$ cat src/design/spm_pkg.sv
package spm_pkg;
  // register addresses on the special function bus
  localparam logic [7:0] SPM_ADDR_CLKD  = 8'hd2;
  localparam logic [7:0] SPM_ADDR_STAT  = 8'hd3;
  localparam logic [7:0] SPM_ADDR_TDR   = 8'hd4;
  localparam logic [7:0] SPM_ADDR_RDR   = 8'hd5;
  localparam logic [7:0] SPM_ADDR_CON0  = 8'hd6;
  localparam logic [7:0] SPM_ADDR_CON1  = 8'hd7;
  // reset values
  localparam logic [7:0] SPM_RST_CON0   = 8'h00;
  localparam logic [7:0] SPM_RST_CON1   = 8'h00;
  localparam logic [7:0] SPM_RST_CLKD   = 8'h04;
  localparam logic [3:0] SPM_RST_FLAGS  = 4'h2;
  // writable masks
  localparam logic [7:0] SPM_MASK_CON0  = 8'h7e;
  localparam logic [7:0] SPM_MASK_CON1  = 8'h0f;
  localparam logic [7:0] SPM_MASK_CLKD  = 8'hfc;
  // control register 0 fields
  localparam int SPM_C0_TE   = 6;
  localparam int SPM_C0_RE   = 5;
  localparam int SPM_C0_EN   = 4;
  localparam int SPM_C0_SSEL = 3;
  localparam int SPM_C0_LSB  = 2;
  localparam int SPM_C0_CPOL = 1;
  // status flag fields
  localparam int SPM_F_TEND  = 3;
  localparam int SPM_F_ROVR  = 2;
  localparam int SPM_F_TEMP  = 1;
  localparam int SPM_F_RFUL  = 0;
  localparam int SPM_BUSY    = 4;
  // byte framing
  localparam int SPM_BITS    = 8;
  localparam logic [3:0] SPM_LAST_BIT = 4'h7;
  localparam int SPM_FIFO_DEPTH = 8;

  typedef enum logic [3:0] {
    SPM_ST_IDLE  = 4'b0001,
    SPM_ST_LEAD  = 4'b0010,
    SPM_ST_SHIFT = 4'b0100,
    SPM_ST_TRAIL = 4'b1000
  } spm_state_t;
endpackage

$ cat src/design/spm_stream_if.sv
`timescale 1ns/1ps
`default_nettype none
interface spm_stream_if #(
  parameter int W = 8
);
  logic [W-1:0] data;
  logic         valid;
  logic         ready;
  modport src (output data, output valid, input ready);
  modport snk (input data, input valid, output ready);
endinterface
`default_nettype wire

$ cat src/design/spm_fifo.sv
`timescale 1ns/1ps
`default_nettype none
module spm_fifo #(
  parameter int W = 8,
  parameter int D = 8
) (
  input  wire logic  clk,
  input  wire logic  rst_n,
  spm_stream_if.snk  wr,
  spm_stream_if.src  rd
);
  localparam int AW = $clog2(D);

  logic [W-1:0]  mem [D];
  logic [AW-1:0] wp_r;
  logic [AW-1:0] rp_r;
  logic [AW:0]   cnt_r;
  logic [W-1:0]  data_r;
  logic          ov_r;
  logic          push;
  logic          load;
  logic          from_mem;
  logic          bypass;

  // =====================================================
  // handshakes
  assign wr.ready = (cnt_r != (AW+1)'(D));
  assign rd.valid = ov_r;
  assign rd.data  = data_r;
  assign push     = wr.valid & wr.ready;
  assign load     = ~ov_r | rd.ready;
  assign from_mem = load & (cnt_r != '0);
  assign bypass   = load & (cnt_r == '0) & push;

  // =====================================================
  // storage and output stage
  always_ff @(posedge clk) begin
    if (push && !bypass) begin
      mem[wp_r] <= wr.data;
    end
  end

  always_ff @(posedge clk) begin
    if (!rst_n) begin
      wp_r   <= '0;
      rp_r   <= '0;
      cnt_r  <= '0;
      ov_r   <= 1'b0;
      data_r <= '0;
    end else begin
      if (push && !bypass) begin
        wp_r <= AW'(wp_r + 1'b1);
      end
      if (from_mem) begin
        rp_r   <= AW'(rp_r + 1'b1);
        data_r <= mem[rp_r];
        ov_r   <= 1'b1;
      end else if (bypass) begin
        data_r <= wr.data;
        ov_r   <= 1'b1;
      end else if (load) begin
        ov_r <= 1'b0;
      end
      cnt_r <= (AW+1)'(cnt_r + {{AW{1'b0}}, push & ~bypass}
               - {{AW{1'b0}}, from_mem});
    end
  end
endmodule
`default_nettype wire

$ cat src/design/spm_master.sv
`timescale 1ns/1ps
`default_nettype none
module spm_master #(
  parameter int FIFO_DEPTH = spm_pkg::SPM_FIFO_DEPTH
) (
  input  wire logic       clk,
  input  wire logic       rst_n,
  input  wire logic [7:0] sfr_addr,
  input  wire logic       sfr_wr,
  input  wire logic       sfr_rd,
  input  wire logic [7:0] sfr_wdata,
  output logic      [7:0] sfr_rdata,
  output logic            irq,
  output logic            tx_room,
  input  wire logic       serial_in_line,
  output logic            serial_out_line,
  output logic            serial_shift_clock,
  output logic            target_select_out_n
);
  import spm_pkg::*;

  // =====================================================
  // declarations
  logic [7:0] serial_control_reg_r;
  logic [7:0] serial_irq_enable_reg_r;
  logic [7:0] serial_divider_reg_r;
  logic [7:0] rx_holding_byte_r;
  logic       rx_full_r;
  logic [3:0] flags_r;
  logic [3:0] flags_nxt;
  logic [3:0] flag_set;
  logic [7:0] rdata_r;
  logic       irq_r;
  logic       tx_room_r;
  logic [7:0] shreg_r;
  logic [3:0] bitcnt_r;
  logic       phase_r;
  logic       sclk_r;
  logic       mosi_r;
  logic       sel_n_r;
  spm_state_t st_r;
  logic       tick;
  logic       te, re, en, lsb, cpol, go;
  logic       stat_rd, rdr_rd, done, start, out_bit;
  logic [7:0] shifted;
  logic [7:0] stat_val;

  spm_stream_if #(.W(SPM_BITS)) tx_in ();
  spm_stream_if #(.W(SPM_BITS)) tx_out ();
  assign te   = serial_control_reg_r[SPM_C0_TE];
  assign re   = serial_control_reg_r[SPM_C0_RE];
  assign en   = serial_control_reg_r[SPM_C0_EN];
  assign lsb  = serial_control_reg_r[SPM_C0_LSB];
  assign cpol = serial_control_reg_r[SPM_C0_CPOL];
  assign go   = en & te;
  assign stat_rd = sfr_rd & (sfr_addr == SPM_ADDR_STAT);
  assign rdr_rd  = sfr_rd & (sfr_addr == SPM_ADDR_RDR);

  // =====================================================
  // transmit holding fifo
  // holding byte is write only
  assign tx_in.valid = sfr_wr & (sfr_addr == SPM_ADDR_TDR);
  assign tx_in.data  = sfr_wdata;

  spm_fifo #(.W(SPM_BITS), .D(FIFO_DEPTH)) u_fifo (
    .clk   (clk),
    .rst_n (rst_n),
    .wr    (tx_in),
    .rd    (tx_out)
  );

  // byte leaves holding when idle and enabled
  assign start        = (st_r == SPM_ST_IDLE) & go & tx_out.valid;
  assign tx_out.ready = start;
  // half period ticks from the peripheral clock
  // divisor taken from the selected bits
  spm_tick u_tick (
    .clk     (clk),
    .rst_n   (rst_n),
    .run     (st_r != SPM_ST_IDLE),
    .divisor (serial_divider_reg_r),
    .tick    (tick)
  );

  // =====================================================
  // register writes
  // every register back to reset value
  always_ff @(posedge clk) begin
    if (!rst_n) begin
      serial_control_reg_r    <= SPM_RST_CON0;
      serial_irq_enable_reg_r <= SPM_RST_CON1;
      serial_divider_reg_r    <= SPM_RST_CLKD;
    end else if (sfr_wr) begin
      if (sfr_addr == SPM_ADDR_CON0) begin
        serial_control_reg_r <= sfr_wdata & SPM_MASK_CON0;
      end
      if (sfr_addr == SPM_ADDR_CON1) begin
        serial_irq_enable_reg_r <= sfr_wdata & SPM_MASK_CON1;
      end
      if (sfr_addr == SPM_ADDR_CLKD) begin
        serial_divider_reg_r <= sfr_wdata & SPM_MASK_CLKD;
      end
    end
  end

  // =====================================================
  // shift engine
  // bit order for both directions
  assign out_bit = lsb ? shreg_r[0] : shreg_r[SPM_BITS-1];
  assign shifted = lsb ? {serial_in_line, shreg_r[7:1]}
                       : {shreg_r[6:0], serial_in_line};
  assign done    = (st_r == SPM_ST_SHIFT) & tick & phase_r
                   & (bitcnt_r == SPM_LAST_BIT);
  // drives the clock, never watches for another master
  always_ff @(posedge clk) begin
    if (!rst_n) begin
      st_r     <= SPM_ST_IDLE;
      shreg_r  <= 8'h00;
      bitcnt_r <= 4'h0;
      phase_r  <= 1'b0;
      sclk_r   <= 1'b0;
      mosi_r   <= 1'b0;
      sel_n_r  <= 1'b1;
    end else if (!go) begin
      // disabled holds clock at idle level
      st_r    <= SPM_ST_IDLE;
      sclk_r  <= cpol;
      sel_n_r <= 1'b1;
      phase_r <= 1'b0;
    end else begin
      unique case (st_r)
        SPM_ST_IDLE: begin
          sclk_r <= cpol;
          if (start) begin
            shreg_r  <= tx_out.data;
            bitcnt_r <= 4'h0;
            phase_r  <= 1'b0;
            // select falls ahead of first bit
            sel_n_r  <= ~serial_control_reg_r[SPM_C0_SSEL];
            st_r     <= SPM_ST_LEAD;
          end
        end
        SPM_ST_LEAD: begin
          if (tick) begin
            st_r <= SPM_ST_SHIFT;
          end
        end
        SPM_ST_SHIFT: begin
          if (tick && !phase_r) begin
            // first edge of the period launches
            sclk_r  <= ~sclk_r;
            mosi_r  <= out_bit;
            phase_r <= 1'b1;
          end else if (tick) begin
            sclk_r   <= ~sclk_r;
            shreg_r  <= shifted;
            phase_r  <= 1'b0;
            bitcnt_r <= 4'(bitcnt_r + 4'h1);
            if (bitcnt_r == SPM_LAST_BIT) begin
              st_r <= SPM_ST_TRAIL;
            end
          end
        end
        SPM_ST_TRAIL: begin
          if (tick) begin
            sel_n_r <= 1'b1;
            st_r    <= SPM_ST_IDLE;
          end
        end
      endcase
    end
  end

  // =====================================================
  // receive holding and flags
  // received byte held while next shifts
  always_ff @(posedge clk) begin
    if (!rst_n) begin
      rx_holding_byte_r <= 8'h00;
      rx_full_r         <= 1'b0;
    end else begin
      if (done && re) begin
        rx_holding_byte_r <= shifted;
        rx_full_r         <= 1'b1;
      end else if (rdr_rd) begin
        rx_full_r <= 1'b0;
      end
    end
  end

  always_comb begin
    flag_set             = 4'h0;
    flag_set[SPM_F_ROVR] = done & re & rx_full_r;
    flag_set[SPM_F_RFUL] = done & re;
    flag_set[SPM_F_TEMP] = start;
    flag_set[SPM_F_TEND] = (st_r == SPM_ST_TRAIL) & tick & go
                           & ~tx_out.valid;
    // status read clears, new event wins
    flags_nxt = (stat_rd ? 4'h0 : flags_r) | flag_set;
  end

  assign stat_val = {3'h0, st_r != SPM_ST_IDLE, flags_r};
  always_ff @(posedge clk) begin
    if (!rst_n) begin
      flags_r   <= SPM_RST_FLAGS;
      irq_r     <= 1'b0;
      tx_room_r <= 1'b1;
    end else begin
      flags_r   <= flags_nxt;
      irq_r     <= |(flags_nxt & serial_irq_enable_reg_r[3:0]);
      tx_room_r <= tx_in.ready;
    end
  end

  // =====================================================
  // register reads
  always_ff @(posedge clk) begin
    if (!rst_n) begin
      rdata_r <= 8'h00;
    end else if (sfr_rd) begin
      unique case (sfr_addr)
        SPM_ADDR_CON0: rdata_r <= serial_control_reg_r;
        SPM_ADDR_CON1: rdata_r <= serial_irq_enable_reg_r;
        SPM_ADDR_CLKD: rdata_r <= serial_divider_reg_r;
        SPM_ADDR_STAT: rdata_r <= stat_val;
        SPM_ADDR_RDR:  rdata_r <= rx_holding_byte_r;
        default:       rdata_r <= 8'h00;
      endcase
    end
  end

  assign sfr_rdata           = rdata_r;
  assign irq                 = irq_r;
  assign tx_room             = tx_room_r;
  assign serial_out_line     = mosi_r;
  assign serial_shift_clock  = sclk_r;
  assign target_select_out_n = sel_n_r;
endmodule
`default_nettype wire

$ cat src/design/spm_tick.sv
`timescale 1ns/1ps
`default_nettype none
module spm_tick (
  input  wire logic       clk,
  input  wire logic       rst_n,
  input  wire logic       run,
  input  wire logic [7:0] divisor,
  output logic            tick
);
  logic [6:0] cnt_r;
  logic [6:0] half;

  // half a serial period; an empty divider falls back to four
  assign half = (divisor[7:2] == 6'h00) ? 7'h02 : divisor[7:1];
  assign tick = run & (cnt_r == 7'(half - 7'h01));

  always_ff @(posedge clk) begin
    if (!rst_n || !run || tick) begin
      cnt_r <= 7'h00;
    end else begin
      cnt_r <= 7'(cnt_r + 7'h01);
    end
  end
endmodule
`default_nettype wire

$ cat config.mk
export PLATFORM = sky130hd
export DESIGN_NAME = spm_master
export DESIGN_NICKNAME = d
export VERILOG_FILES = /design/src/design/spm_pkg.sv /design/src/design/spm_stream_if.sv /design/src/design/spm_fifo.sv /design/src/design/spm_master.sv /design/src/design/spm_tick.sv
export SDC_FILE = /design/constraint.sdc
export NUM_CORES = 1
export LEC_CHECK = 0
export BUFFER_PORTS_ARGS = -buffer_cell sky130_fd_sc_hd__clkbuf_2
export CORE_MARGIN = 2
export CORE_UTILIZATION = 50
export CTS_CLUSTER_SIZE = 30
export DETAILED_ROUTE_END_ITERATION = 6
export GPL_ROUTABILITY_DRIVEN = 1
export MAX_ROUTING_LAYER = met4
export PLACE_DENSITY = 0.67
export SLEW_MARGIN = 20
export SYNTH_ARGS = -nofsm -noshare
export SYNTH_HDL_FRONTEND = slang
export SYNTH_HIERARCHICAL = 1
export SYNTH_SLANG_ARGS = --single-unit
$ cat constraint.sdc
create_clock -name clk -period 6.3 [get_ports clk]
set_input_delay 0.315 -clock clk [delete_from_list [all_inputs] [get_ports clk]]
set_output_delay 0.315 -clock clk [all_outputs]
set_load 0.03 [all_outputs]
# --- Word-level counts from Yosys, hierarchy flattened ---
# Memories as Yosys holds them, arrays and structs flattened. A register that Yosys moved wholly into a read port is not among the register bits.
# Cells that the tools add are included.
totals:
  out_inout_bits: 13
  ram_bits: 64
  inputBits: 21
  elab_cells: 150
  register_bits: 85
  mem_count: 1
memory_table:
  columns: ["memory", "depth", "word_bits", "read_ports", "rd_clocked_by_memory_dff", "wr", "line", "rtl"]
  rows:
  - ["u_fifo.mem", 8, 8, 1, 1, 1, "spm_fifo.sv:14", "logic [W-1:0] mem [D];"]
classes:
  add_sub_neg: 7
  mux: 42
  eq_ne: 23
  n_bitwise: 27
  reduce_logical: 28
op_table:
  columns: ["operator", "n"]
  rows:
  - ["8-bit equality test, second input constant", 6]
  - ["8-bit 2-to-1 mux", 6]
  - ["4-bit 2-to-1 mux", 10]
  - ["8-bit one-hot mux with 5 select lines", 1]
  - ["1-bit bitwise AND", 20]
  - ["1-bit 2-to-1 mux", 16]
  - ["4-bit one-hot mux with 4 select lines", 1]
  - ["8-bit one-hot mux with 2 select lines", 1]
  - ["2-bit inequality test, second input constant", 5]
  - ["2-bit AND reduction", 5]
  - ["3-bit AND reduction", 3]
  - ["4-bit by 3-bit equality test with 1-bit output, second input constant", 2]
  - ["4-bit one-hot mux with 2 select lines", 1]
  - ["2-bit nonzero test", 4]
  - ["7-bit by 1-bit adder with 7-bit output, second input constant", 1]
  - ["7-bit equality test", 1]
  - ["7-bit 2-to-1 mux", 1]
  - ["7-bit by 1-bit subtractor with 7-bit output, second input constant", 1]
  - ["3-bit by 1-bit adder with 3-bit output, second input constant", 2]
  - ["6-bit logical NOT", 1]
  - ["3-bit 2-to-1 mux", 2]
  - ["1-bit one-hot mux with 2 select lines", 3]
  - ["6-bit AND reduction", 1]
  - ["5-bit AND reduction", 1]
  - ["23 further kinds", 32]

# --- Logic depth before layout (Yosys ltp) ---
logic_depth:
  word_depth: 13
  ltp_mapped: 14
  ltp_nobuf: 12

# --- Modules after synthesis ---
# The synthesis kept the hierarchy.
by_module_without_submodules:
  columns: ["mod", "cells_per_inst", "area_per_inst_um2", "seq_area_each_um2", "n_inst"]
  rows:
  - ["spm_fifo", 204, 3544.6, 2362.3, 1]
  - ["spm_master", 340, 3024.2, 1181.1, 1]
  - ["spm_tick", 66, 600.6, 140.1, 1]

# --- Least setup slack after synthesis ---
# No wires, ideal clock.
synth_path:
  path_kind: "register -> register"
  start: "reg serial_divider_reg_r[4]"
  end: "reg shreg_r[1]"
  path_buffers: 2
  stages_incl_launch_ff: 15
  required_time_ps: 6228
  setup_time_ps: 72
  synth_period_minus_slack_ps: 3437
  path_slack_ps: 2863
  arrival_ps: 3366
  cell_sequence: "dfxtp_1 or4_1 buf_2 nor2_1 nor2_1 ha_1 nor3b_1 xnor2_1 a2111oi_4 and3_2 nor2b_1 a32o_1 and2_1 buf_4 mux2i_1"
synth_via:
  elab_chain_len: 8
  elab_cells_between_ends: 9
  classes_between: "add/sub (1); eq/ne (3); mux (1); bitwise (1); reduce/logical (3)"
synth_rtl:
  columns: ["item", "line", "rtl"]
  rows:
  - ["start, declared", "spm_master.sv:26", "logic [7:0] serial_divider_reg_r;"]
  - ["start signal, assigned", "spm_master.sv:101", "serial_divider_reg_r <= sfr_wdata & SPM_MASK_CLKD;"]
  - ["6-bit logical NOT", "spm_tick.sv:14", "assign half = (divisor[7:2] == 6'h00) ? 7'h02 : divisor[7:1];"]
  - ["7-bit 2-to-1 mux (*)", "spm_tick.sv:14", null]
  - ["7-bit by 1-bit subtractor with 7-bit output (*)", "spm_tick.sv:15", "assign tick = run & (cnt_r == 7'(half - 7'h01));"]
  - ["7-bit equality test (*)", "spm_tick.sv:15", null]
  - ["1-bit bitwise AND (*)", "spm_tick.sv:15", null]
  - ["named net tick", "spm_master.sv:42", "logic tick;"]
  - ["1-bit logical AND", "spm_master.sv:149", "if (tick && !phase_r) begin"]
  - ["2-bit inequality test (no line)", null, null]
  - ["5-bit AND reduction (no line) (*)", null, null]
  - ["end signal, assigned", "spm_master.sv:135", "shreg_r <= tx_out.data;"]
  - ["end signal, assigned", "spm_master.sv:156", "shreg_r <= shifted;"]
  - ["end, declared", "spm_master.sv:35", "logic [7:0] shreg_r;"]
# The timed path passes the listed nets; every way through them passes the cells marked *.
# A chain may end at the register's enable or synchronous reset.

# --- Worst setup path after layout ---
layout_path:
  start: "reg serial_divider_reg_r[4]"
  end: "reg bitcnt_r[0]"
layout_via:
  elab_chain_len: 8
  elab_cells_between_ends: 9
  classes_between: "add/sub (1); eq/ne (3); mux (1); bitwise (1); reduce/logical (3)"
layout_rtl:
  columns: ["item", "line", "rtl"]
  rows:
  - ["6-bit logical NOT", "spm_tick.sv:14", null]
  - ["7-bit 2-to-1 mux (*)", "spm_tick.sv:14", null]
  - ["7-bit by 1-bit subtractor with 7-bit output (*)", "spm_tick.sv:15", null]
  - ["7-bit equality test (*)", "spm_tick.sv:15", null]
  - ["1-bit bitwise AND (*)", "spm_tick.sv:15", null]
  - ["named net tick", "spm_master.sv:42", null]
  - ["1-bit logical AND", "spm_master.sv:149", null]
  - ["2-bit inequality test (no line)", null, null]
  - ["5-bit AND reduction (no line) (*)", null, null]
  - ["end signal, assigned", "spm_master.sv:158", "bitcnt_r <= 4'(bitcnt_r + 4'h1);"]
  - ["end, declared", "spm_master.sv:36", "logic [3:0] bitcnt_r;"]
# Marked as above.

==> results.md <==
* Net count, final at ~670
* Die W at 124 µm
* DRT iter0 DRCs at just over 500
* Initial antenna violation count at 0
* Routed vias at between 5000 and 6000
* CTS root buf: clkbuf_16
* First-pass DRT Iterations at 6
* Num CTS Buffers at 17
* Crit path max fanout at 10
* Slew @ Worst Pin at 1.03 ns
* # setup viols final at 0
* Die Ht at between 100 and 150 µm
* Port Buf Inserts at 33
* Placement Setup Slack at approximately 2.2 ns
* Post-Syn Area per Cell at around 12 µm²
* Layout Skew at 0.00713 ns
* Max-slew headroom at 0.311
* Synth top area share at 0.268
* Peak VDD IR at 202 µV
* Cell Area, Synth at roughly 7000 µm²
* GPL Wtd Cong at approximately 0.9
* WS Path Type: flip-flop to flip-flop
* Element type at the critical path end: flip-flop
* Final min period at ~4.2 ns
* Via density at roughly 6.0
* Sink Count at approximately 150
* Yosys warns at 6
* H-tree depth at 4
* Post-synth top area cell: edfxtp_1
* Max-cap violation count at 0
* Worst setup margin at around 2.1 ns
* CTS tree: done
* Global-route usage over all layers at 0.229
* CTS max path bufs at 2
* EDFF count, synth at 64
* Most frequent cell after synthesis: dfxtp_1
* PwrDens at roughly 320 nW/µm²
* Largest net degree at the start of global routing at 91
* Clock latency on the worst-skew pair at around 0.43 ns
* CP Data Required Time at 6.59 ns
* First-pass GRT wire length at 25700 µm
* Ranking of synthesized cells by area: edfxtp_1, dfxtp_1, mux2i_1
* Asr flop ratio synth at 0
* Distinct cell type count after synthesis at 74
* Leakage at between 2 and 3 nW
* Gr ovfl total at 0
* Reg clk slew, reported paths at approximately 0.06 ns
* Area Growth Syn to Fin at 12.0%
* Total Wirelength at 15800 µm
* Top_reg_cell synth: dfxtp_1
* Tot Pwr at approximately 2.5 mW
* DRT antenna net count at 0
* Fin crit share at 0.659
* Post-synthesis register bit count at between 150 and 200
* Arr. time, crit path at about 4.4 ns
* Initial core utilization at 0.515
* Core area at roughly 14000 µm²
* Hold Vio Cnt, Final at 0
* Post-CTS sizing at 0
* Post-synthesis sequential area ratio at 0.514
* Die ar. at 15300 µm²
* Commonest cells in the netlist: dfxtp_1, edfxtp_1, nand2_1
* Placement Rows at 43
* N_diodes at 0
* Total negative setup slack at 0 ns
* Share of layout cells above drive strength 1 at 0.153
* Fmax at approximately 240 MHz
* Drt wl/cell at 19.0 µm
* Setup repair after global routing missed its margin: no
* Cells after synthesis at roughly 600
* Residual DRC count at 0
* Setup bufs post-CTS at 0
* Critical path startpoint category: flip-flop
* Fill cells at 1145
* Slew Limit Fails at 0
* Io pins at 34
* Hpwl dp at roughly 11000 µm
* Hold Crit Class: primary input to flip-flop
* Vias in the first global route at just under 5000
* Status: completed
* Hold_buf cts at 0
==> worst paths after layout <==
check	to	startpoint	cells past startpoint	slack, ns
worst max-delay path	bitcnt_r[0]	serial_divider_reg_r[4]	12	2.15
worst min-delay path	sfr_rdata[3]	sfr_rd	2	0.21
worst max register to register	bitcnt_r[0]	serial_divider_reg_r[4]	12	2.15
worst min register to register	sfr_rdata[0]	sfr_rdata[0]	2	0.46
==> flip-flops by register name, summed over array words and instances, names as in the netlist, 6 cells and up, named ones only <==
register and count:
serial_control_reg_r 6, serial_divider_reg_r 6, shreg_r 8, rx_holding_byte_r 8, sfr_rdata 8, u_tick/cnt_r 7
u_fifo/rd.data 8, u_fifo/mem 64
==> cell usage in the layout, fill, tap and decap left out, drive strengths merged, types with 11 or more instances in the layout <==
cell and n:
a21oi 14, and2 12, clkbuf 53, dfxtp 88
edfxtp 64, ha 11, inv 20, mux2i 42
mux4 16, nand2 56, nand3 14, nor2 13
nor2b 36, nor3 14, o211ai 12
==> power by group <==
group / internal [mW] / switching [mW]
Combinational: 0.192 / 0.191
Sequential: 1.07 / 0.0704
Clock: 0.601 / 0.402
==> stage by stage <==
step | area [µm²] | util | instances | hold WS, ns
CTS | 8030 | 0.576 | 832 | 0.193
detailed placement | 7450 | 0.535 | 800 | 0.448
global placement | 7450 | 0.535 | 800 | 0.446
global route | 8030 | 0.576 | 832 | 0.234
finish | 8030 | 0.576 | 832 | 0.207
floorplan | 7180 | - | 614 | 0.414
==> cell families (layout without fill, tap and decap cells) <==
kind of cell | count (synthesis) | count (layout) | synth area share
compound gates | 104 | 104 | 0.116
xor+xnor | 16 | 16 | 0.0195
simple gates | 204 | 204 | 0.161
mux | 67 | 67 | 0.130
fa+ha+maj | 12 | 12 | 0.0220
buf+inv | 54 | 92 | 0.0365
other cells | 1 | 5 | 0.000523
flops | 152 | 152 | 0.514
==> layout make-up <==
| type | count | area, µm² | area share |
|---|---|---|---|
| clock inverters | 12 | 125 | 0.0156 |
| inverters | 19 | 71.3 | 0.00888 |
| multi-input cells | 408 | 3250 | 0.404 |
| clock buffers | 20 | 457 | 0.0569 |
| repair buffers | 41 | 225 | 0.0280 |
| flip-flops and latches | 152 | 3680 | 0.459 |
| well taps | 180 | 225 | 0.0280 |
==> layer usage <==
layer	global-route usage	routed length, µm	up-vias
li1	-	-	2377
met1	0.304	7240	2488
met2	0.355	7600	126
met3	0.0394	666	28
met4	0.0874	313	0
met5	-	0	-
==> worst max-delay path, cell delays in order, from the launching register on <==
cell and delay (ns):
dfxtp_1 0.39, or4_1 0.66, nor2_1 0.13, nor2_1 0.05, ha_1 0.24, nor3b_1 0.16
xnor2_1 0.18, a2111oi_4 0.53, and3_2 0.39, nor2b_1 0.25, a32o_1 0.32, and2_1 0.53
o21ai_0 0.18
Power figures use the tool's default switching activity.
